## config.mk

```make
export PLATFORM = sky130hd
export DESIGN_NAME = fcg_guard
export DESIGN_NICKNAME = d
export VERILOG_FILES = /design/src/logic/fcg_pkg.sv /design/src/logic/fcg_guard.sv
export SDC_FILE = /design/constraint.sdc
export NUM_CORES = 1
export LEC_CHECK = 0
export ABC_AREA = 1
export CORE_MARGIN = 2
export CORE_UTILIZATION = 31
export DETAILED_ROUTE_END_ITERATION = 16
export DONT_BUFFER_PORTS = 1
export GPL_TIMING_DRIVEN = 0
export SLEW_MARGIN = 0
export SYNTH_ARGS = -nofsm -noshare
export SYNTH_HDL_FRONTEND = slang
export SYNTH_SLANG_ARGS = --single-unit
```

## constraint.sdc

```tcl
create_clock -name ref_clk -period 17.7 [get_ports ref_clk]
set_input_delay 1.77 -clock ref_clk [delete_from_list [all_inputs] [get_ports ref_clk]]
set_output_delay 1.77 -clock ref_clk [all_outputs]
set_load 0.02 [all_outputs]
```

## src/logic/fcg_pkg.sv

```systemverilog
// Package with constants and types for the flash command guard block
`default_nettype none
package fcg_pkg;
  // Register offsets on the plain register port
  localparam logic [7:0] OFS_CLKDIV = 8'h00;
  localparam logic [7:0] OFS_SECURE = 8'h01;
  localparam logic [7:0] OFS_CONFIG = 8'h02;
  localparam logic [7:0] OFS_PROT   = 8'h03;
  localparam logic [7:0] OFS_STATUS = 8'h04;
  localparam logic [7:0] OFS_CMD    = 8'h05;
  // Status and config bit positions
  localparam int BIT_CMD_BUFFER_EMPTY_FLAG  = 7;
  localparam int BIT_CMD_COMPLETE_FLAG   = 6;
  localparam int BIT_PROTECT_VIOLATION_FLAG  = 5;
  localparam int BIT_ACCESS_ERROR_FLAG = 4;
  localparam int BIT_BUFFER_EMPTY_IRQ_ENABLE  = 7;
  localparam int BIT_COMPLETE_IRQ_ENABLE   = 6;
  localparam int BIT_KEY_ACCESS_BIT = 5;
  // Protection bits that must all be set for no protection
  localparam int BIT_POPEN  = 7;
  localparam int BIT_PHDIS  = 5;
  localparam int BIT_PLDIS  = 2;
  // Reset values
  localparam logic [7:0]  RST_BYTE   = 8'h00;
  localparam logic [15:0] RST_WORD   = 16'h0000;
  localparam logic [15:0] INVALID_RD = 16'hFFFF;
  // Command codes
  localparam logic [7:0] CMD_VERIFY = 8'h05;
  localparam logic [7:0] CMD_PROG   = 8'h20;
  localparam logic [7:0] CMD_SERASE = 8'h40;
  localparam logic [7:0] CMD_MERASE = 8'h41;
  // Configuration field and key addresses
  localparam logic [15:0] KEY_BASE  = 16'hFF00;
  localparam logic [15:0] KEY_LAST  = 16'hFF07;
  localparam logic [15:0] PROT_ADDR = 16'hFF0D;
  localparam logic [15:0] SEC_ADDR  = 16'hFF0F;
  localparam logic [15:0] KEY_ZERO  = 16'h0000;
  localparam logic [15:0] KEY_ONES  = 16'hFFFF;
  localparam logic [1:0]  SEC_OPEN  = 2'b10;
  localparam logic [1:0]  BACKDOOR_ENABLE_FIELD_ON  = 2'b10;
  localparam logic [2:0]  LOAD_LAST = 3'h5;
  // State types
  typedef enum logic [1:0] {SEQ_IDLE, SEQ_ADDR, SEQ_CMD} fcg_seq_t;
  typedef enum logic [2:0] {KEY_IDLE, KEY_RUN, KEY_DONE, KEY_LOCK, KEY_OPEN} fcg_key_t;
endpackage
`default_nettype wire

```

## src/logic/fcg_guard.sv

```systemverilog
// Flash command guard: sequence checks, locking, modes, security and interrupt
`default_nettype none
module fcg_guard (
  input  wire logic        ref_clk,
  input  wire logic        rstn,
  input  wire logic [7:0]  reg_addr,
  input  wire logic [7:0]  reg_wdata,
  input  wire logic        reg_wr,
  input  wire logic        reg_rd,
  output logic      [7:0]  reg_rdata,
  input  wire logic        arr_wr,
  input  wire logic        arr_byte,
  input  wire logic [15:0] arr_addr,
  input  wire logic [15:0] arr_wdata,
  input  wire logic        arr_rd,
  input  wire logic [15:0] arr_data_in,
  output logic      [15:0] arr_rdata,
  input  wire logic        addr_protected,
  input  wire logic        nonsec_src,
  input  wire logic        background_debug_mode,
  input  wire logic        special_single_chip,
  input  wire logic        wait_mode,
  input  wire logic        stop_mode,
  output logic             eng_start,
  output logic             eng_abort,
  output logic      [7:0]  eng_cmd,
  output logic      [15:0] eng_addr,
  output logic      [15:0] eng_data,
  input  wire logic        eng_done,
  output logic             cfg_rd,
  output logic      [15:0] cfg_addr,
  input  wire logic [15:0] cfg_rdata,
  output logic             cpu_hold,
  output logic             secured,
  output logic             irq,
  output logic             wake_req
);
  logic             rst_s1_q, rst_n;
  logic [7:0]       div_q, cfg_q, prot_q, sec_q, cmd_q;
  logic             div_set_q, access_error_flag_q, protect_violation_flag_q, cmd_complete_flag_q, active_q, pend_q;
  logic             stop_q, adr_prot_q;
  logic [15:0]      buf_addr_q, buf_data_q;
  logic [15:0]      key_q [4];
  logic [2:0]       ld_cnt_q, ld_idx_q;
  logic             ld_busy_q, ld_vld_q;
  logic [1:0]       kcnt_q;
  fcg_pkg::fcg_seq_t seq_q, seq_d;
  fcg_pkg::fcg_key_t key_st_q, key_st_d;

  // Reset release through two flops
  always_ff @(posedge ref_clk or negedge rstn) begin
    if (!rstn) begin
      rst_s1_q <= 1'b0;
      rst_n    <= 1'b0;
    end else begin
      rst_s1_q <= 1'b1;
      rst_n    <= rst_s1_q;
    end
  end

  // Register write decode
  wire wr_div  = reg_wr && (reg_addr == fcg_pkg::OFS_CLKDIV);
  wire wr_cfg  = reg_wr && (reg_addr == fcg_pkg::OFS_CONFIG);
  wire wr_prot = reg_wr && (reg_addr == fcg_pkg::OFS_PROT);
  wire wr_stat = reg_wr && (reg_addr == fcg_pkg::OFS_STATUS);
  wire wr_cmd  = reg_wr && (reg_addr == fcg_pkg::OFS_CMD);
  wire cmd_buffer_empty_flag   = !pend_q;
  wire key_access_bit  = cfg_q[fcg_pkg::BIT_KEY_ACCESS_BIT];

  // Security and key access qualification
  wire sec_open   = (sec_q[1:0] == fcg_pkg::SEC_OPEN) || (key_st_q == fcg_pkg::KEY_OPEN);
  wire backdoor_enable_field_ok   = (sec_q[7:6] == fcg_pkg::BACKDOOR_ENABLE_FIELD_ON);
  wire bdm_ssc    = background_debug_mode && special_single_chip;
  wire key_en     = backdoor_enable_field_ok && key_access_bit && !bdm_ssc;
  wire key_range  = (arr_addr >= fcg_pkg::KEY_BASE) && (arr_addr <= fcg_pkg::KEY_LAST);
  wire key_wr     = arr_wr && key_en && key_range;
  wire cmd_arr_wr = arr_wr && !key_wr;
  wire key_access_bit_off = wr_cfg && !reg_wdata[fcg_pkg::BIT_KEY_ACCESS_BIT] && key_access_bit;
  wire [15:0] key_exp_addr = fcg_pkg::KEY_BASE + {13'h0000, kcnt_q, 1'b0};
  wire key_ok = (arr_addr == key_exp_addr) && !arr_byte
             && (arr_wdata == key_q[kcnt_q])
             && (arr_wdata != fcg_pkg::KEY_ZERO) && (arr_wdata != fcg_pkg::KEY_ONES);

  // Command checks
  wire code_valid = (reg_wdata == fcg_pkg::CMD_VERIFY) || (reg_wdata == fcg_pkg::CMD_PROG)
                 || (reg_wdata == fcg_pkg::CMD_SERASE) || (reg_wdata == fcg_pkg::CMD_MERASE);
  wire is_mass    = (reg_wdata == fcg_pkg::CMD_MERASE);
  wire is_target  = (reg_wdata == fcg_pkg::CMD_PROG) || (reg_wdata == fcg_pkg::CMD_SERASE);
  wire any_prot   = !(prot_q[fcg_pkg::BIT_POPEN] && prot_q[fcg_pkg::BIT_PHDIS]
                      && prot_q[fcg_pkg::BIT_PLDIS]);
  wire sec_block  = !sec_open && !is_mass && (nonsec_src || background_debug_mode);

  // Illegal operations that raise the access error
  wire arr_bad = cmd_arr_wr && (!div_set_q || !cmd_buffer_empty_flag
               || arr_byte || arr_addr[0]
               || (seq_q != fcg_pkg::SEQ_IDLE));
  wire reg_bad_a = (seq_q == fcg_pkg::SEQ_ADDR) && reg_wr && !wr_cmd;
  wire reg_bad_c = (seq_q == fcg_pkg::SEQ_CMD) && reg_wr
                && !(wr_stat && reg_wdata[fcg_pkg::BIT_CMD_BUFFER_EMPTY_FLAG]);
  wire cmd_idle  = wr_cmd && (seq_q == fcg_pkg::SEQ_IDLE);
  wire cmd_bad   = wr_cmd && (seq_q == fcg_pkg::SEQ_ADDR)
                && (!code_valid || sec_block);
  wire pv_set    = wr_cmd && (seq_q == fcg_pkg::SEQ_ADDR) && code_valid && !sec_block
                && ((is_target && adr_prot_q) || (is_mass && any_prot));
  wire stop_in   = stop_mode && !stop_q;
  wire stop_out  = !stop_mode && stop_q;
  wire stop_kill = stop_in && !cmd_complete_flag_q;
  wire acc_set   = arr_bad || reg_bad_a || reg_bad_c || cmd_idle || cmd_bad || stop_kill;
  wire locked    = access_error_flag_q || protect_violation_flag_q;
  wire launch    = wr_stat && reg_wdata[fcg_pkg::BIT_CMD_BUFFER_EMPTY_FLAG]
                && (seq_q == fcg_pkg::SEQ_CMD) && !locked;
  wire start_pend = pend_q && active_q && eng_done && !stop_kill;

  // Engine strobes
  assign eng_start = (launch && (!active_q || eng_done)) || start_pend;
  assign eng_abort = !rst_n || stop_kill;
  assign eng_cmd   = cmd_q;
  assign eng_addr  = buf_addr_q;
  assign eng_data  = buf_data_q;

  // Command write sequence tracking
  always_comb begin
    seq_d = seq_q;
    case (seq_q)
      fcg_pkg::SEQ_IDLE: if (cmd_arr_wr && !arr_bad && !locked) seq_d = fcg_pkg::SEQ_ADDR;
      fcg_pkg::SEQ_ADDR: if (wr_cmd && !cmd_bad && !pv_set) seq_d = fcg_pkg::SEQ_CMD;
      fcg_pkg::SEQ_CMD:  if (wr_stat) seq_d = fcg_pkg::SEQ_IDLE;
      default:           seq_d = fcg_pkg::SEQ_IDLE;
    endcase
    if (acc_set || pv_set) seq_d = fcg_pkg::SEQ_IDLE;
  end

  // Sequence state and staged buffers
  always_ff @(posedge ref_clk or negedge rst_n) begin
    if (!rst_n) begin
      seq_q      <= fcg_pkg::SEQ_IDLE;
      buf_addr_q <= fcg_pkg::RST_WORD;
      buf_data_q <= fcg_pkg::RST_WORD;
      cmd_q      <= fcg_pkg::RST_BYTE;
      adr_prot_q <= 1'b0;
    end else begin
      seq_q <= seq_d;
      if (seq_q == fcg_pkg::SEQ_IDLE && seq_d == fcg_pkg::SEQ_ADDR) begin
        buf_addr_q <= arr_addr;
        buf_data_q <= arr_wdata;
        adr_prot_q <= addr_protected;
      end
      if (seq_q == fcg_pkg::SEQ_ADDR && seq_d == fcg_pkg::SEQ_CMD) cmd_q <= reg_wdata;
    end
  end

  // Two-stage pipeline and flags; hardware set wins over software clear
  always_ff @(posedge ref_clk or negedge rst_n) begin
    if (!rst_n) begin
      active_q <= 1'b0;
      pend_q   <= 1'b0;
      cmd_complete_flag_q   <= 1'b1;
      access_error_flag_q <= 1'b0;
      protect_violation_flag_q  <= 1'b0;
      stop_q   <= 1'b0;
    end else begin
      stop_q <= stop_mode;
      if (stop_kill) begin
        active_q <= 1'b0;
        pend_q   <= 1'b0;
        cmd_complete_flag_q   <= 1'b1;
      end else begin
        if (eng_start) active_q <= 1'b1;
        else if (eng_done) active_q <= 1'b0;
        if (launch && active_q && !eng_done) pend_q <= 1'b1;
        else if (start_pend || stop_out) pend_q <= 1'b0;
        if (launch) cmd_complete_flag_q <= 1'b0;
        else if (eng_done && !pend_q) cmd_complete_flag_q <= 1'b1;
      end
      if (acc_set) access_error_flag_q <= 1'b1;
      else if (wr_stat && reg_wdata[fcg_pkg::BIT_ACCESS_ERROR_FLAG]) access_error_flag_q <= 1'b0;
      if (pv_set) protect_violation_flag_q <= 1'b1;
      else if (wr_stat && reg_wdata[fcg_pkg::BIT_PROTECT_VIOLATION_FLAG]) protect_violation_flag_q <= 1'b0;
    end
  end

  // Software registers; protection only writable in debug mode
  always_ff @(posedge ref_clk or negedge rst_n) begin
    if (!rst_n) begin
      div_q     <= fcg_pkg::RST_BYTE;
      div_set_q <= 1'b0;
      cfg_q     <= fcg_pkg::RST_BYTE;
    end else begin
      if (wr_div && !reg_bad_a && !reg_bad_c) begin
        div_q     <= reg_wdata;
        div_set_q <= 1'b1;
      end
      if (wr_cfg && !reg_bad_a && !reg_bad_c) cfg_q <= reg_wdata;
    end
  end

  // Configuration load after reset; processor held meanwhile
  assign cfg_rd   = ld_busy_q && (ld_cnt_q <= fcg_pkg::LOAD_LAST);
  assign cfg_addr = (ld_cnt_q == 3'h4) ? fcg_pkg::PROT_ADDR
                  : (ld_cnt_q == 3'h5) ? fcg_pkg::SEC_ADDR
                  : fcg_pkg::KEY_BASE + {12'h000, ld_cnt_q[1:0], 2'b00} / 16'h0002;
  assign cpu_hold = ld_busy_q;

  always_ff @(posedge ref_clk or negedge rst_n) begin
    if (!rst_n) begin
      ld_busy_q <= 1'b1;
      ld_cnt_q  <= 3'h0;
      ld_vld_q  <= 1'b0;
      ld_idx_q  <= 3'h0;
      prot_q    <= fcg_pkg::RST_BYTE;
      sec_q     <= fcg_pkg::RST_BYTE;
      for (int i = 0; i < 4; i++) key_q[i] <= fcg_pkg::RST_WORD;
    end else begin
      ld_vld_q <= cfg_rd;
      ld_idx_q <= ld_cnt_q;
      if (cfg_rd) ld_cnt_q <= ld_cnt_q + 3'h1;
      if (ld_vld_q) begin
        if (ld_idx_q == 3'h4) prot_q <= cfg_rdata[7:0];
        else if (ld_idx_q == fcg_pkg::LOAD_LAST) sec_q <= cfg_rdata[7:0];
        else key_q[ld_idx_q[1:0]] <= cfg_rdata;
        if (ld_idx_q == fcg_pkg::LOAD_LAST) ld_busy_q <= 1'b0;
      end
      if (wr_prot && background_debug_mode && !ld_busy_q) prot_q <= reg_wdata;
    end
  end

  // Backdoor key state machine; lock held until reset
  always_comb begin
    key_st_d = key_st_q;
    case (key_st_q)
      fcg_pkg::KEY_IDLE, fcg_pkg::KEY_RUN: begin
        if (key_wr) key_st_d = !key_ok ? fcg_pkg::KEY_LOCK
                             : (kcnt_q == 2'h3) ? fcg_pkg::KEY_DONE
                             : fcg_pkg::KEY_RUN;
        else if (key_access_bit_off && key_st_q == fcg_pkg::KEY_RUN) key_st_d = fcg_pkg::KEY_LOCK;
      end
      fcg_pkg::KEY_DONE: begin
        if (key_wr) key_st_d = fcg_pkg::KEY_LOCK;
        else if (key_access_bit_off) key_st_d = fcg_pkg::KEY_OPEN;
      end
      fcg_pkg::KEY_LOCK: key_st_d = fcg_pkg::KEY_LOCK;
      fcg_pkg::KEY_OPEN: key_st_d = fcg_pkg::KEY_OPEN;
      default:           key_st_d = fcg_pkg::KEY_LOCK;
    endcase
  end

  always_ff @(posedge ref_clk or negedge rst_n) begin
    if (!rst_n) begin
      key_st_q <= fcg_pkg::KEY_IDLE;
      kcnt_q   <= 2'h0;
    end else begin
      key_st_q <= key_st_d;
      if (key_wr) kcnt_q <= kcnt_q + 2'h1;
    end
  end

  // Read data, one cycle after the strobe; busy or key access reads invalid
  wire [7:0] stat_rd = {cmd_buffer_empty_flag, cmd_complete_flag_q, protect_violation_flag_q, access_error_flag_q, 4'h0};
  wire [7:0] sec_rd  = sec_open ? {sec_q[7:2], fcg_pkg::SEC_OPEN} : sec_q;
  wire [7:0] rd_mux  = (reg_addr == fcg_pkg::OFS_CLKDIV) ? div_q
                     : (reg_addr == fcg_pkg::OFS_SECURE) ? sec_rd
                     : (reg_addr == fcg_pkg::OFS_CONFIG) ? cfg_q
                     : (reg_addr == fcg_pkg::OFS_PROT)   ? prot_q
                     : (reg_addr == fcg_pkg::OFS_STATUS) ? stat_rd
                     : (reg_addr == fcg_pkg::OFS_CMD)    ? cmd_q
                     : fcg_pkg::RST_BYTE;
  wire arr_invalid = key_access_bit || !cmd_complete_flag_q;

  always_ff @(posedge ref_clk or negedge rst_n) begin
    if (!rst_n) begin
      reg_rdata <= fcg_pkg::RST_BYTE;
      arr_rdata <= fcg_pkg::RST_WORD;
    end else begin
      reg_rdata <= reg_rd ? rd_mux : fcg_pkg::RST_BYTE;
      if (arr_rd) arr_rdata <= arr_invalid ? fcg_pkg::INVALID_RD : arr_data_in;
    end
  end

  // Interrupt level, security state, wake request
  assign irq = (cmd_buffer_empty_flag && cfg_q[fcg_pkg::BIT_BUFFER_EMPTY_IRQ_ENABLE])
            || (cmd_complete_flag_q && cfg_q[fcg_pkg::BIT_COMPLETE_IRQ_ENABLE]);
  assign wake_req = wait_mode && irq;
  assign secured  = !sec_open;

  // Checks
  misalign_err_a: assert property (@(posedge ref_clk) disable iff (!rst_n)
    (arr_wr && !key_wr && (arr_byte || arr_addr[0])) |=> access_error_flag_q && seq_q == fcg_pkg::SEQ_IDLE)
    else $error("misaligned array write not flagged");
  nodiv_err_a: assert property (@(posedge ref_clk) disable iff (!rst_n)
    (arr_wr && !key_wr && !div_set_q) |=> access_error_flag_q)
    else $error("array write before divider setup not flagged");
  bad_code_a: assert property (@(posedge ref_clk) disable iff (!rst_n)
    (wr_cmd && seq_q == fcg_pkg::SEQ_ADDR && !code_valid) |=> access_error_flag_q && !cmd_complete_flag_q == $past(!cmd_complete_flag_q))
    else $error("invalid command not flagged");
  lock_launch_a: assert property (@(posedge ref_clk) disable iff (!rst_n)
    (access_error_flag_q || protect_violation_flag_q) && !active_q && !pend_q |-> !eng_start)
    else $error("command launched while locked");
  read_quiet_a: assert property (@(posedge ref_clk) disable iff (!rst_n)
    (reg_rd && !reg_wr && !arr_wr && !stop_mode && !$past(stop_mode) && !access_error_flag_q)
      |=> !access_error_flag_q)
    else $error("register read raised access error");
  stop_abort_a: assert property (@(posedge ref_clk) disable iff (!rst_n)
    (stop_mode && !$past(stop_mode) && !cmd_complete_flag_q) |-> eng_abort ##1 (cmd_complete_flag_q && access_error_flag_q))
    else $error("stop entry did not abort command");
  irq_level_a: assert property (@(posedge ref_clk) disable iff (!rst_n)
    (cmd_complete_flag_q && cfg_q[fcg_pkg::BIT_COMPLETE_IRQ_ENABLE]) [*2] |-> irq)
    else $error("interrupt dropped while enabled flag set");
  key_lock_a: assert property (@(posedge ref_clk) disable iff (!rst_n)
    key_st_q == fcg_pkg::KEY_LOCK |=> key_st_q == fcg_pkg::KEY_LOCK && !$past(sec_open) == secured)
    else $error("key lock released without reset");
  hold_load_a: assert property (@(posedge ref_clk) disable iff (!rst_n)
    $rose(rst_n) |-> cpu_hold [*7])
    else $error("processor released before configuration loaded");
  key_read_a: assert property (@(posedge ref_clk) disable iff (!rst_n)
    (arr_rd && key_access_bit) |=> arr_rdata == fcg_pkg::INVALID_RD)
    else $error("array read during key access returned data");
  cv_launch: cover property (@(posedge ref_clk) disable iff (!rst_n) launch && !active_q);
  cv_buffer: cover property (@(posedge ref_clk) disable iff (!rst_n) start_pend);
  cv_unsec:  cover property (@(posedge ref_clk) disable iff (!rst_n)
    key_st_q == fcg_pkg::KEY_DONE ##1 key_st_q == fcg_pkg::KEY_OPEN);
  cv_stop:   cover property (@(posedge ref_clk) disable iff (!rst_n) stop_kill);
endmodule
`default_nettype wire

```

Word level (Yosys, flattened, before mapping)
Index checks and enable logic that the tools add are counted.
{"block": "word_totals", "ram_bits": 0, "mem_bits_ro": 0, "output_inout_bits": 87, "in_bits": 94, "mem_count": 0, "latchBits": 0, "regBits": 185, "wordCells": 255}
{"block": "classes", "mul": 0, "shift": 0, "order_cmp": 6, "eq_ne": 28, "n_bitwise": 4, "n_reduce_logical": 138, "mux": 45, "div": 0, "add_sub_neg": 4}
{"cell": "16-bit two-way mux", "count": 6}
{"cell": "8-bit two-way mux", "count": 10}
{"cell": "1-bit logical AND", "count": 68}
{"cell": "64-bit bitwise mux", "count": 1}
{"cell": "16-bit binary-select mux with 2-bit select", "count": 1}
{"cell": "16-bit demux with 2-bit select", "count": 1}
{"cell": "16-bit == test", "count": 2}
{"cell": "1-bit logical NOT", "count": 27}
{"cell": "1-bit logical OR", "count": 25}
{"cell": "8-bit by 3-bit == test with 1-bit output (second input constant)", "count": 3}
{"cell": "9-bit by 4-bit adder with 10-bit output (first input constant)", "count": 2}
{"cell": "8-bit by 2-bit == test with 1-bit output (second input constant)", "count": 2}
{"cell": "8-bit by 7-bit == test with 1-bit output (second input constant)", "count": 2}
{"cell": "16-bit greater-or-equal comparator (second input constant)", "count": 1}
{"cell": "16-bit <= comparator (second input constant)", "count": 1}
{"cell": "16-bit inequality test (second input constant)", "count": 1}
{"cell": "16-bit nonzero test", "count": 1}
{"cell": "3-bit == test (second input constant)", "count": 5}
{"cell": "2-bit two-way mux", "count": 7}
{"cell": "1-bit two-way mux", "count": 13}
{"cell": "3-bit two-way mux", "count": 4}
{"cell": "2-bit == test (second input constant)", "count": 5}
{"cell": "2-bit nonzero test", "count": 5}
{"cell": "3-bit one-hot mux with 3 select lines", "count": 1}
{"cell": "other kinds (21)", "count": 31}

Logic depth before layout (Yosys ltp)
Gate-level depths: netlist of the first run.
{"block": "logic_depth", "depth_word": 17, "mapped_depth": 14, "mapped_depth_nobuf": 13}

Least setup slack after synthesis of the first run
OpenSTA, ideal clock, no wires.
{"block": "synth_timing", "path_type": "register -> output", "from": "register rst_n", "to": "output port eng_abort", "stages_incl_launch_ff": 2, "t_arrival_ps": 5165, "slack_ps": 10765, "n_path_buf": 0, "t_required_ps": 15930, "path_cell_list": "dfrtp_1 -> nand2_1"}
{"block": "synth_between", "elab_chain_len": 2}
{"item": "start: declaration", "line": "fcg_guard.sv:38", "source": "logic rst_s1_q, rst_n;"}
{"item": "start signal: assignment", "line": "fcg_guard.sv:57", "source": "rst_n <= rst_s1_q;"}
{"item": "1-bit logical NOT (no source line)"}
{"item": "1-bit logical OR", "line": "fcg_guard.sv:116", "source": "assign eng_abort = !rst_n || stop_kill;"}
{"item": "end: declaration", "line": "fcg_guard.sv:25", "source": "output logic eng_abort,"}
Every way passes these cells.

Worst setup path after layout of the first run
{"block": "layout_timing", "from": "input port reg_addr[4]", "to": "output port eng_start"}
{"block": "layout_between", "elab_chain_len": 7}
{"item": "start: declaration", "line": "fcg_guard.sv:6", "source": "input wire logic [7:0] reg_addr,"}
{"item": "8-bit by 3-bit == test with 1-bit output", "line": "fcg_guard.sv:65", "source": "wire wr_stat = reg_wr && (reg_addr == fcg_pkg::OFS_STATUS);"}
{"item": "1-bit logical AND", "line": "fcg_guard.sv:65"}
{"item": "1-bit logical AND", "line": "fcg_guard.sv:110", "source": "wire launch = wr_stat && reg_wdata[fcg_pkg::BIT_CMD_BUFFER_EMPTY_FLAG]"}
{"item": "1-bit logical AND (2 in series)", "line": "fcg_guard.sv:111", "source": "&& (seq_q == fcg_pkg::SEQ_CMD) && !locked;"}
{"item": "1-bit logical AND", "line": "fcg_guard.sv:115", "source": "assign eng_start = (launch && (!active_q || eng_done)) || start_pend;"}
{"item": "1-bit logical OR", "line": "fcg_guard.sv:115"}
{"item": "end: declaration", "line": "fcg_guard.sv:24", "source": "output logic eng_start,"}
Every way passes these cells.

==> impl_metrics.py, run 1 <==
metrics = {
    "drt": {
        "final_antenna_net_count": 0,
        "drc": 0,
        "via_count": 7565,
        "vias_per_cell": 4.88,
        "wirelength_mm": 26.4,
        "first_iter_violations": 569,
        "dr.pass1.iters": 7,
        "avgRoutedWirePerCell_um": 17.1,
    },
    "clocking": {
        "clk_pin_slew_ps": 70,
        "postCtsSetupBuffers": 0,
        "cts_resized": 0,
        "hold_buffers": 0,
        "cts_made_buffers": 17,
        "clockBufferDepth": 2,
        "cts-root-buf": "clkbuf_16",
        "clkLatencyLatePin_ps": 440,
        "cts_tree": "yes",
        "clock_sinks": 185,
        "htree_levels": 4,
    },
    "global_route": {
        "grt_max_degree": 59,
        "use_met1_pct": 23.0,
        "grt_pass1_wl_mm": 42.1,
        "overflow": 0,
        "use_met2_pct": 28.0,
        "busiest_layer": "met2",
        "use_met3_pct": 5.72,
        "grt_pass1_vias": 7502,
        "grt_use_total_pct": 17.9,
        "antenna_found_initial": 1,
    },
    "worst_setup_path": {
        "r2r_start": "key_st_q[0]",
        "crit_required_ps": 15930,
        "startpoint": "reg_addr[4]",
        "worst_setup_path_end_kind": "output port",
        "crit_path_start_kind": "input port",
        "crit_type": "in -> out",
        "cp_max_fo": 8,
        "reg2reg_depth": 13,
        "cp.arrival_ps": 3220,
    },
    "floorplanning": {
        "rows": 62,
        "fp.coreArea_mm2": 0.0285,
        "initial_core_util_pct": 31.2,
        "die_w_um": 173,
        "die_h_um": 173,
        "io_pins": 181,
        "die_area_mm2": 0.0301,
    },
    "finish": {
        "area_growth_pct": 13.0,
        "fin_area_mm2": 0.0101,
        "layout.nets": 1250,
        "final_cell_mix": "nand2_1 (398), dfrtp_1 (182), o21ai_0 (121)",
        "layout_commonest_cell": "nand2_1",
        "fin_cells": 1550,
        "final_util_pct": 35.3,
        "drive_above_1_share_pct": 7.30,
    },
    "placed_design": {
        "preCtsSetupSlack_ps": 12720,
        "dpl_cell_area_mm2": 0.00950,
        "port_buffers": 0,
        "gp_congestion": 0.872,
        "dp.cells": 1517,
        "place_hpwl_mm": 19.6,
    },
    "pwr": {
        "p_clk_share_pct": 41.3,
        "finalPower_uw": 874,
        "swShare_pct": 26.0,
        "p_int_uw": 647,
        "p_leak_nw": 5.03,
        "pwr-share-seq_pct": 52.5,
        "power.density_mw_per_mm2": 86.9,
        "power_switching_uw": 227,
        "ir_drop_uv": 60.5,
        "power_frac_comb_pct": 6.2,
    },
    "timing": {
        "setup_ws_ps": 12710,
        "rsz0062_at_grt": "no",
        "max_freq_mhz": 201,
        "whs_ps": 321,
        "worstMarginPinSlew_ps": 984,
        "fin_skew_ps": 8.55,
        "period_minus_slack_ps": 4990,
        "slew_viol_final": 0,
        "finalCritPeriodShare_pct": 28.2,
        "fin_tns_setup_ps": 0,
        "slew_headroom_pct": 34.1,
        "setup_violations": 0,
        "timing.final.hold_violations": 0,
    },
    "yosys": {
        "mappedNetlistArea_mm2": 0.00889,
        "synth_edf_count": 0,
        "synth_warnings": 0,
        "ys_seq_elements": 185,
        "ys.flop_type": "dfrtp_1",
        "yosysSeqAreaShare_pct": 52.1,
        "avgSynthCellArea_um2": 7.95,
        "async_flop_share_pct": 100,
        "ys_types": 41,
        "synth_cells": 1119,
    },
    "run": {
        "cap_violations": 0,
    },
    "worst_hold_path": {
        "hp-class": "reg -> async",
    },
    "run_status": {
        "outcome": "completed",
    },
}
==> path summary, 6_finish.rpt <==
check	slack [ps]	endpoint
min in group ref_clk	360	rst_n
setup reg to reg	14960	eng_data[14]
hold reg to reg	320	cfg_q[1]
max in group asynchronous	16410	cmd_complete_flag_q
hold / removal	320	cfg_q[1]
setup / recovery	12710	eng_start
==> routing by layer <==
layer / vias to the layer above / part of all wire (%) / wire length, um
li1: 3705 / - / -
met1: 3550 / 44 / 11600
met2: 259 / 45 / 12000
met3: 51 / 8.3 / 2190
met4: 0 / 2.7 / 704
met5: - / 0 / 0
==> cells in the mapped netlist (2+ instances only) <==
master       n  area (um2)
o211ai_1     2        15.0
o22ai_1      3        18.8
nor2_2       2        12.5
inv_1       74         278
buf_2        2        10.0
clkbuf_1    36         135
xor2_1       7        61.3
clkinv_1     3        11.3
nand3b_1     8        60.1
buf_6        3        33.8
o21ai_1      4        20.0
o21ai_2      4        35.0
o221ai_1     7        61.3
dfstp_2      2        52.6
dfrtp_1    183        4580
o21ai_0    121         606
buf_4       17         128
nor3_1       5        25.0
conb_1       2        7.51
ha_1         4        50.1
nor2_1      58         218
nand4_1     48         300
nand2_1    398        1490
inv_2       14        52.6
o2111ai_1    3        26.3
nand3_1     73         365
nor4_1       2        12.5
a211oi_1     2        15.0
a21oi_1     20         100
==> registers in the layout, indices dropped and copies added (netlist names), 8 cells and up <==
| name | cells |
|---|---|
| arr_rdata | 16 |
| cfg_q | 8 |
| div_q | 8 |
| eng_addr | 16 |
| eng_cmd | 8 |
| eng_data | 16 |
| key_q | 64 |
| prot_q | 8 |
| reg_rdata | 8 |
| sec_q | 8 |
==> final cells by class <==
| type | instances | area, um2 |
|---|---|---|
| multi-input cells | 796 | 3660 |
| diodes | 1 | 2.50 |
| well taps | 384 | 480 |
| clock buffers | 20 | 457 |
| inverters | 91 | 342 |
| repair buffers | 3 | 82.6 |
| fillers | 2996 | 18400 |
| clock inverters | 12 | 91.3 |
| plain buffers | 58 | 307 |
| flip-flops and latches | 185 | 4640 |
==> logic make-up (layout without fill, tap and decap cells) <==
family                   count (synthesis)  after routing  share of synthesized area, %
flip-flops                             185            185                          52.1
other                                    2             14                        0.0844
AND/OR/NAND/NOR                        601            601                          28.8
XOR/XNOR                                 8              8                         0.788
buffers and inverters                  149            184                          7.29
adder cells (fa/ha/maj)                  4              4                         0.563
AO/OA/AOI/OAI                          170            170                          10.4
==> power by group through the flow <==
| stage | Sequential [mW] | Combinational, mW | Clock (mW) |
|---|---|---|---|
| floorplan | 0.468 | 0.0363 | 0 |
| global placement | 0.473 | 0.0441 | 0 |
| detailed placement | 0.467 | 0.0546 | 0 |
| CTS | 0.459 | 0.0548 | 0.374 |
| global route | 0.461 | 0.0629 | 0.389 |
| finish | 0.459 | 0.0538 | 0.361 |
==> critical path: stages <==
cell and delay (ps):
inv_2 20, nand2_1 70, nor2_4 190, nand2_1 110, nor2_1 180, nand2_1 120
nor4_1 350, o21ai_0 170, nand2_1 220
Note: power is estimated with default switching activity, not from simulation.
==> run 2: changes to the inputs <==
--- a/config.mk
+++ b/config.mk
@@ -5,7 +5,7 @@
 export SDC_FILE = /design/constraint.sdc
 export NUM_CORES = 1
 export LEC_CHECK = 0
-export ABC_AREA = 1
+export ABC_AREA = 0
 export CORE_MARGIN = 2
 export CORE_UTILIZATION = 31
 export DETAILED_ROUTE_END_ITERATION = 16
==> constraint.sdc (replaced) <==
create_clock -name ref_clk -period 5.1 [get_ports ref_clk]
set_input_delay 0.51 -clock ref_clk [delete_from_list [all_inputs] [get_ports ref_clk]]
set_output_delay 0.51 -clock ref_clk [all_outputs]
set_load 0.02 [all_outputs]
==> impl_metrics.py, run 2 <==
metrics = {
    "timing": {
        "period_minus_slack_ps": 3100,
        "setup_ws_ps": 2000,
        "timing.final.hold_violations": 0,
        "max_freq_mhz": 323,
        "slew_viol_final": 0,
        "worstMarginPinSlew_ps": 1090,
        "finalCritPeriodShare_pct": 60.7,
        "slew_headroom_pct": 26.9,
        "fin_skew_ps": 8.05,
        "fin_tns_setup_ps": 0,
        "setup_violations": 0,
        "rsz0062_at_grt": "no",
    },
    "global_route": {
        "grt_use_total_pct": 15.0,
        "grt_pass1_vias": 5617,
        "antenna_found_initial": 0,
        "grt_pass1_wl_mm": 33.0,
        "grt_max_degree": 67,
        "overflow": 0,
    },
    "finish": {
        "final_cell_mix": "dfrtp_1 (182), mux2_2 (64), mux2_1 (62)",
        "regMostFlops": "key_q",
        "regArea_mm2": 0.00464,
        "multi_input_area_mm2": 0.00376,
        "area_growth_pct": 13.6,
        "drive_above_1_share_pct": 18.9,
        "n_antenna_cell": 0,
        "fin_cells": 1102,
        "fin_area_mm2": 0.00981,
        "layout.nets": 810,
        "largest_register_ff_count": 64,
        "final_util_pct": 35.5,
        "nFillCells": 2738,
        "layout_commonest_cell": "dfrtp_1",
    },
    "yosys": {
        "synth_cells": 679,
        "synth_commonest_cells": "dfrtp_1 (183), mux2_2 (64), mux2_1 (62)",
        "synth_top_cell_area_share_pct": 53.0,
        "synth.most_common_cell": "dfrtp_1",
        "yosysSeqAreaShare_pct": 53.6,
        "synth_warnings": 0,
        "synth_area_leader_cell": "dfrtp_1",
        "avgSynthCellArea_um2": 12.7,
        "ys_types": 68,
        "synth_edf_count": 0,
        "ys_top_cells_by_area": "dfrtp_1 (53%), mux2_2 (8.3%), mux2_1 (8.1%)",
        "mappedNetlistArea_mm2": 0.00864,
        "async_flop_share_pct": 100,
        "ys_seq_elements": 185,
        "ys.flop_type": "dfrtp_1",
    },
    "worst_hold_path": {
        "holdPathEnd": "stop_q",
        "min-delay-start": "stop_mode",
        "whs_path_depth": 0,
        "hp-class": "in -> reg",
    },
    "worst_setup_path": {
        "worst_setup_path_end_kind": "flop",
        "crit_path_frequent_cell": "clkbuf_1",
        "slowest_stage": "clkbuf_1",
        "max_stage_delay_ps": 610,
        "crit_type": "reg -> reg",
        "crit_buf_inv": 2,
        "startpoint": "kcnt_q[1]",
        "crit_required_ps": 5380,
        "cp_max_fo": 10,
        "crit_family": "buffers and inverters",
        "r2r-end": "key_st_q[1]",
        "cp.arrival_ps": 3380,
        "reg2reg_depth": 8,
        "r2r_slack_ps": 2000,
        "cp_cell_sequence": "clkbuf_1 -> clkbuf_1 -> mux4_2 -> xor2_1 -> nor4_1 -> nand2_1 -> a2111oi_0 -> a31oi_1",
        "r2r_start": "kcnt_q[1]",
        "crit_path_start_kind": "flop",
    },
    "clocking": {
        "clk_pin_slew_ps": 70,
        "cts_resized": 0,
        "clkLatencyLatePin_ps": 430,
        "postCtsSetupBuffers": 0,
        "cts_made_buffers": 17,
        "clockBufferDepth": 2,
        "hold_buffers": 1,
        "cts_tree": "yes",
        "htree_levels": 4,
        "cts-root-buf": "clkbuf_16",
        "clock_sinks": 185,
    },
    "placed_design": {
        "gp_congestion": 0.837,
        "dpl_cell_area_mm2": 0.00922,
        "port_buffers": 0,
        "preCtsSetupSlack_ps": 1890,
        "dp.cells": 1070,
        "place_hpwl_mm": 16.0,
    },
    "pwr": {
        "p_leak_nw": 4.32,
        "power.density_mw_per_mm2": 306,
        "ir_drop_uv": 162,
    },
    "drt": {
        "drc": 0,
        "dr.pass1.iters": 5,
        "wirelength_mm": 21.3,
        "vias_per_cell": 5.02,
        "final_antenna_net_count": 0,
        "avgRoutedWirePerCell_um": 19.3,
        "first_iter_violations": 337,
        "via_count": 5532,
    },
    "floorplanning": {
        "fp.coreArea_mm2": 0.0276,
        "die_h_um": 171,
        "io_pins": 181,
        "die_w_um": 171,
        "initial_core_util_pct": 31.3,
        "die_area_mm2": 0.0292,
        "rows": 61,
    },
    "run_status": {
        "outcome": "completed",
    },
    "run": {
        "cap_violations": 0,
    },
}
run 2: cell types whose count changed after synthesis, sizes merged, moves of 9 or more:
cell / before / now
o21ai: 129 / 26
o22a: 0 / 16
mux4: 0 / 11
nand4: 48 / 12
mux2i: 0 / 25
xnor2: 1 / 14
nand2: 399 / 34
mux2: 0 / 126
nor2: 61 / 27
nor4: 2 / 11
nand3: 74 / 5
nor2b: 0 / 9
clkbuf: 36 / 22
inv: 88 / 15
run 2: layout make-up:
class,instances,area share [%]
sequential,185,47.3
clock buffer,25,5.05
multi-input combinational,447,38.3
tap,378,4.82
clock inverter,6,0.905
timing repair buffer,3,0.663
inverter,15,0.574
buffer,43,2.41
run 2: kinds of logic (layout without fill, tap and decap cells):
logic type,Yosys count,count (layout),share of synthesized area [%]
AND/OR/NAND/NOR,147,147,9.73
XOR/XNOR,22,22,2.23
buffers and inverters,58,92,3.39
flip-flops,185,185,53.6
other,2,13,0.0870
multiplexers,162,162,22.2
adder cells (fa/ha/maj),4,4,0.579
AO/OA/AOI/OAI,99,99,8.16
run 2: worst max path at each step:
stage	to	cells past startpoint
6_report	key_st_q[1]	8
5_1_grt	key_st_q[1]	8
4_1_cts	key_st_q[1]	8
3_5_place_dp	key_st_q[1]	8
3_3_place_gp	eng_abort	1
2_1_floorplan	eng_abort	1
run 2: through the flow:
step	power (mW)	hold WS, ps
2_1_floorplan	1.67	214
3_3_place_gp	1.70	215
3_5_place_dp	1.71	214
4_1_cts	3.04	91.1
5_1_grt	3.12	83.2
6_report	3.01	107
run 2: per-layer routing:
layer,track usage [%],wire length [um],vias up
li1,-,-,2536
met1,19.8,9470,2837
met2,24.2,10200,145
met3,4.00,1400,14
met4,4.05,226,0
met5,0,0,-
run 2: report_power, final:
part / internal [mW] / switching [mW] / total [mW]
Sequential: 1.51 / 0.0498 / 1.56
Clock: 0.774 / 0.551 / 1.32
Combinational: 0.0576 / 0.0677 / 0.125
==> run 3: changes to the inputs <==
==> constraint.sdc (replaced) <==
create_clock -name ref_clk -period 2.6 [get_ports ref_clk]
set_input_delay 0.26 -clock ref_clk [delete_from_list [all_inputs] [get_ports ref_clk]]
set_output_delay 0.26 -clock ref_clk [all_outputs]
set_load 0.02 [all_outputs]
==> impl_metrics.py, run 3 (synthesized netlist as in run 2, its figures left out) <==
metrics = {
    "pwr": {
        "power_switching_mw": 1.41,
        "swShare_pct": 23.4,
        "p_clk_share_pct": 43.5,
        "pwr-share-seq_pct": 50.4,
        "power_frac_comb_pct": 6.1,
        "ir_drop_uv": 326,
        "power.density_mw_per_mm2": 569,
        "p_leak_nw": 4.66,
        "finalPower_mw": 6.05,
        "p_int_mw": 4.63,
    },
    "global_route": {
        "antenna_found_initial": 1,
        "use_met3_pct": 3.84,
        "busiest_layer": "met2",
        "grt_max_degree": 68,
        "grt_use_total_pct": 16.0,
        "overflow": 0,
        "grt_pass1_wl_mm": 35.0,
        "use_met1_pct": 20.2,
        "use_met2_pct": 27.0,
        "grt_pass1_vias": 6122,
    },
    "run_status": {
        "outcome": "completed",
    },
    "finish": {
        "regMostFlops": "key_q",
        "nFillCells": 2718,
        "largest_register_ff_count": 64,
        "area_growth_pct": 23.1,
        "layout.nets": 883,
        "final_util_pct": 38.5,
        "n_antenna_cell": 0,
        "drive_above_1_share_pct": 18.4,
        "final_cell_mix": "dfrtp_1 (182), dlygate4sd3_1 (75), mux2_2 (64)",
        "layout_commonest_cell": "dfrtp_1",
    },
    "run": {
        "cap_violations": 0,
    },
    "placed_design": {
        "gp_congestion": 0.822,
        "port_buffers": 0,
        "place_hpwl_mm": 15.9,
    },
    "timing": {
        "slew_headroom_pct": 29.7,
        "fin_tns_setup_ps": 0,
        "worstMarginPinSlew_ps": 1040,
        "fin_skew_ps": 12.6,
        "max_freq_mhz": 400,
        "slew_viol_final": 0,
        "timing.final.hold_violations": 0,
        "setup_violations": 0,
        "whs_ps": 10.4,
        "period_minus_slack_ps": 2500,
        "finalCritPeriodShare_pct": 96.2,
    },
    "clocking": {
        "clkLatencyLatePin_ps": 440,
        "cts_tree": "yes",
        "clockBufferDepth": 2,
        "htree_levels": 4,
        "cts-root-buf": "clkbuf_16",
        "clk_pin_slew_ps": 70,
        "clock_sinks": 185,
        "postCtsSetupBuffers": 0,
        "cts_made_buffers": 17,
    },
    "drt": {
        "first_iter_violations": 231,
        "final_antenna_net_count": 0,
        "wirelength_mm": 23.0,
        "dr.pass1.iters": 5,
        "drc": 0,
        "vias_per_cell": 5.09,
        "avgRoutedWirePerCell_um": 19.6,
        "via_count": 5979,
    },
    "worst_setup_path": {
        "crit_path_start_kind": "flop",
        "worst_setup_path_end_kind": "flop",
        "crit_path_frequent_cell": "nand4_1",
        "cp_max_fo": 10,
        "crit_required_ps": 2920,
        "crit_buf_inv": 1,
        "max_stage_delay_ps": 600,
        "slowest_stage": "a2111oi_0",
        "crit_family": "simple AND/OR/NAND/NOR gates",
        "crit_type": "reg -> reg",
        "cp_cell_sequence": "nand4_1 -> a2111oi_0 -> nand3_2 -> nand4_1 -> nor2_4 -> buf_6 -> mux2_1",
        "r2r_slack_ps": 100,
        "cp.arrival_ps": 2820,
    },
    "floorplanning": {
        "io_pins": 181,
        "initial_core_util_pct": 31.3,
        "rows": 61,
        "fp.coreArea_mm2": 0.0276,
        "die_w_um": 171,
        "die_h_um": 171,
        "die_area_mm2": 0.0292,
    },
    "worst_hold_path": {
        "hp-class": "in -> reg",
    },
}
## run 3: worst paths after layout
kind,start,to,cells past startpoint
worst min-delay path,eng_done,cmd_complete_flag_q,2
worst max register to register,sec_q[7],eng_addr[11],7
worst max-delay path,sec_q[7],eng_addr[11],7
max in group asynchronous,rst_n,eng_data[11],2
worst min register to register,rst_s1_q,rst_n,0
min in group asynchronous,rstn,rst_n,1
## run 3: per-stage QoR
step	instances	area, um2	setup WS [ps]
floorplan	690	8680	160
finish	1175	10600	97.9
global placement	1068	9160	-680
detailed placement	1070	9220	-679
global route	1175	10600	-39.8
CTS	1175	10600	9.25
## run 3: timing repair
| item | CTS | global route |
|---|---|---|
| hold endpoints to repair | 157 | 0 |
| endpoints found under the setup margin | 39 | 15 |
| pin swaps | 0 | 0 |
| hold buffers | 75 | 0 |
| resized for setup | 10 | 7 |
## run 3: layout make-up
type                       count  area (um2)  share of cell area (%)
sequential                   185        4640                    43.6
multi-input combinational    447        3830                    36.0
timing repair buffer          77         806                    7.58
tap                          378         473                    4.45
clock buffer                  21         470                    4.42
buffer                        42         246                    2.32
clock inverter                10         120                    1.13
inverter                      15        56.3                   0.529
## run 3: power groups by stage
stage | clock network [mW] | registers (mW) | logic, mW
2_1_floorplan | 0 | 3.11 | 0.171
3_3_place_gp | 0 | 3.14 | 0.196
3_5_place_dp | 0 | 3.11 | 0.247
4_1_cts | 2.70 | 3.05 | 0.366
5_1_grt | 2.78 | 3.06 | 0.403
6_report | 2.63 | 3.05 | 0.368
## run 3: worst reg2reg max path: cells and delay by family (launching register included)
family	cells	cell delay, ps
AND/OR/NAND/NOR	4	820
buffers and inverters	1	170
flip-flops	1	450
multiplexers	1	340
AO/OA/AOI/OAI	1	600
## run 3: layer usage
layer	vias to the layer above	wire length, um	part of all wire, %
li1	2688	-	-
met1	3061	10100	44
met2	202	11100	48
met3	26	1420	6.2
met4	2	322	1.4
met5	-	16	0.070
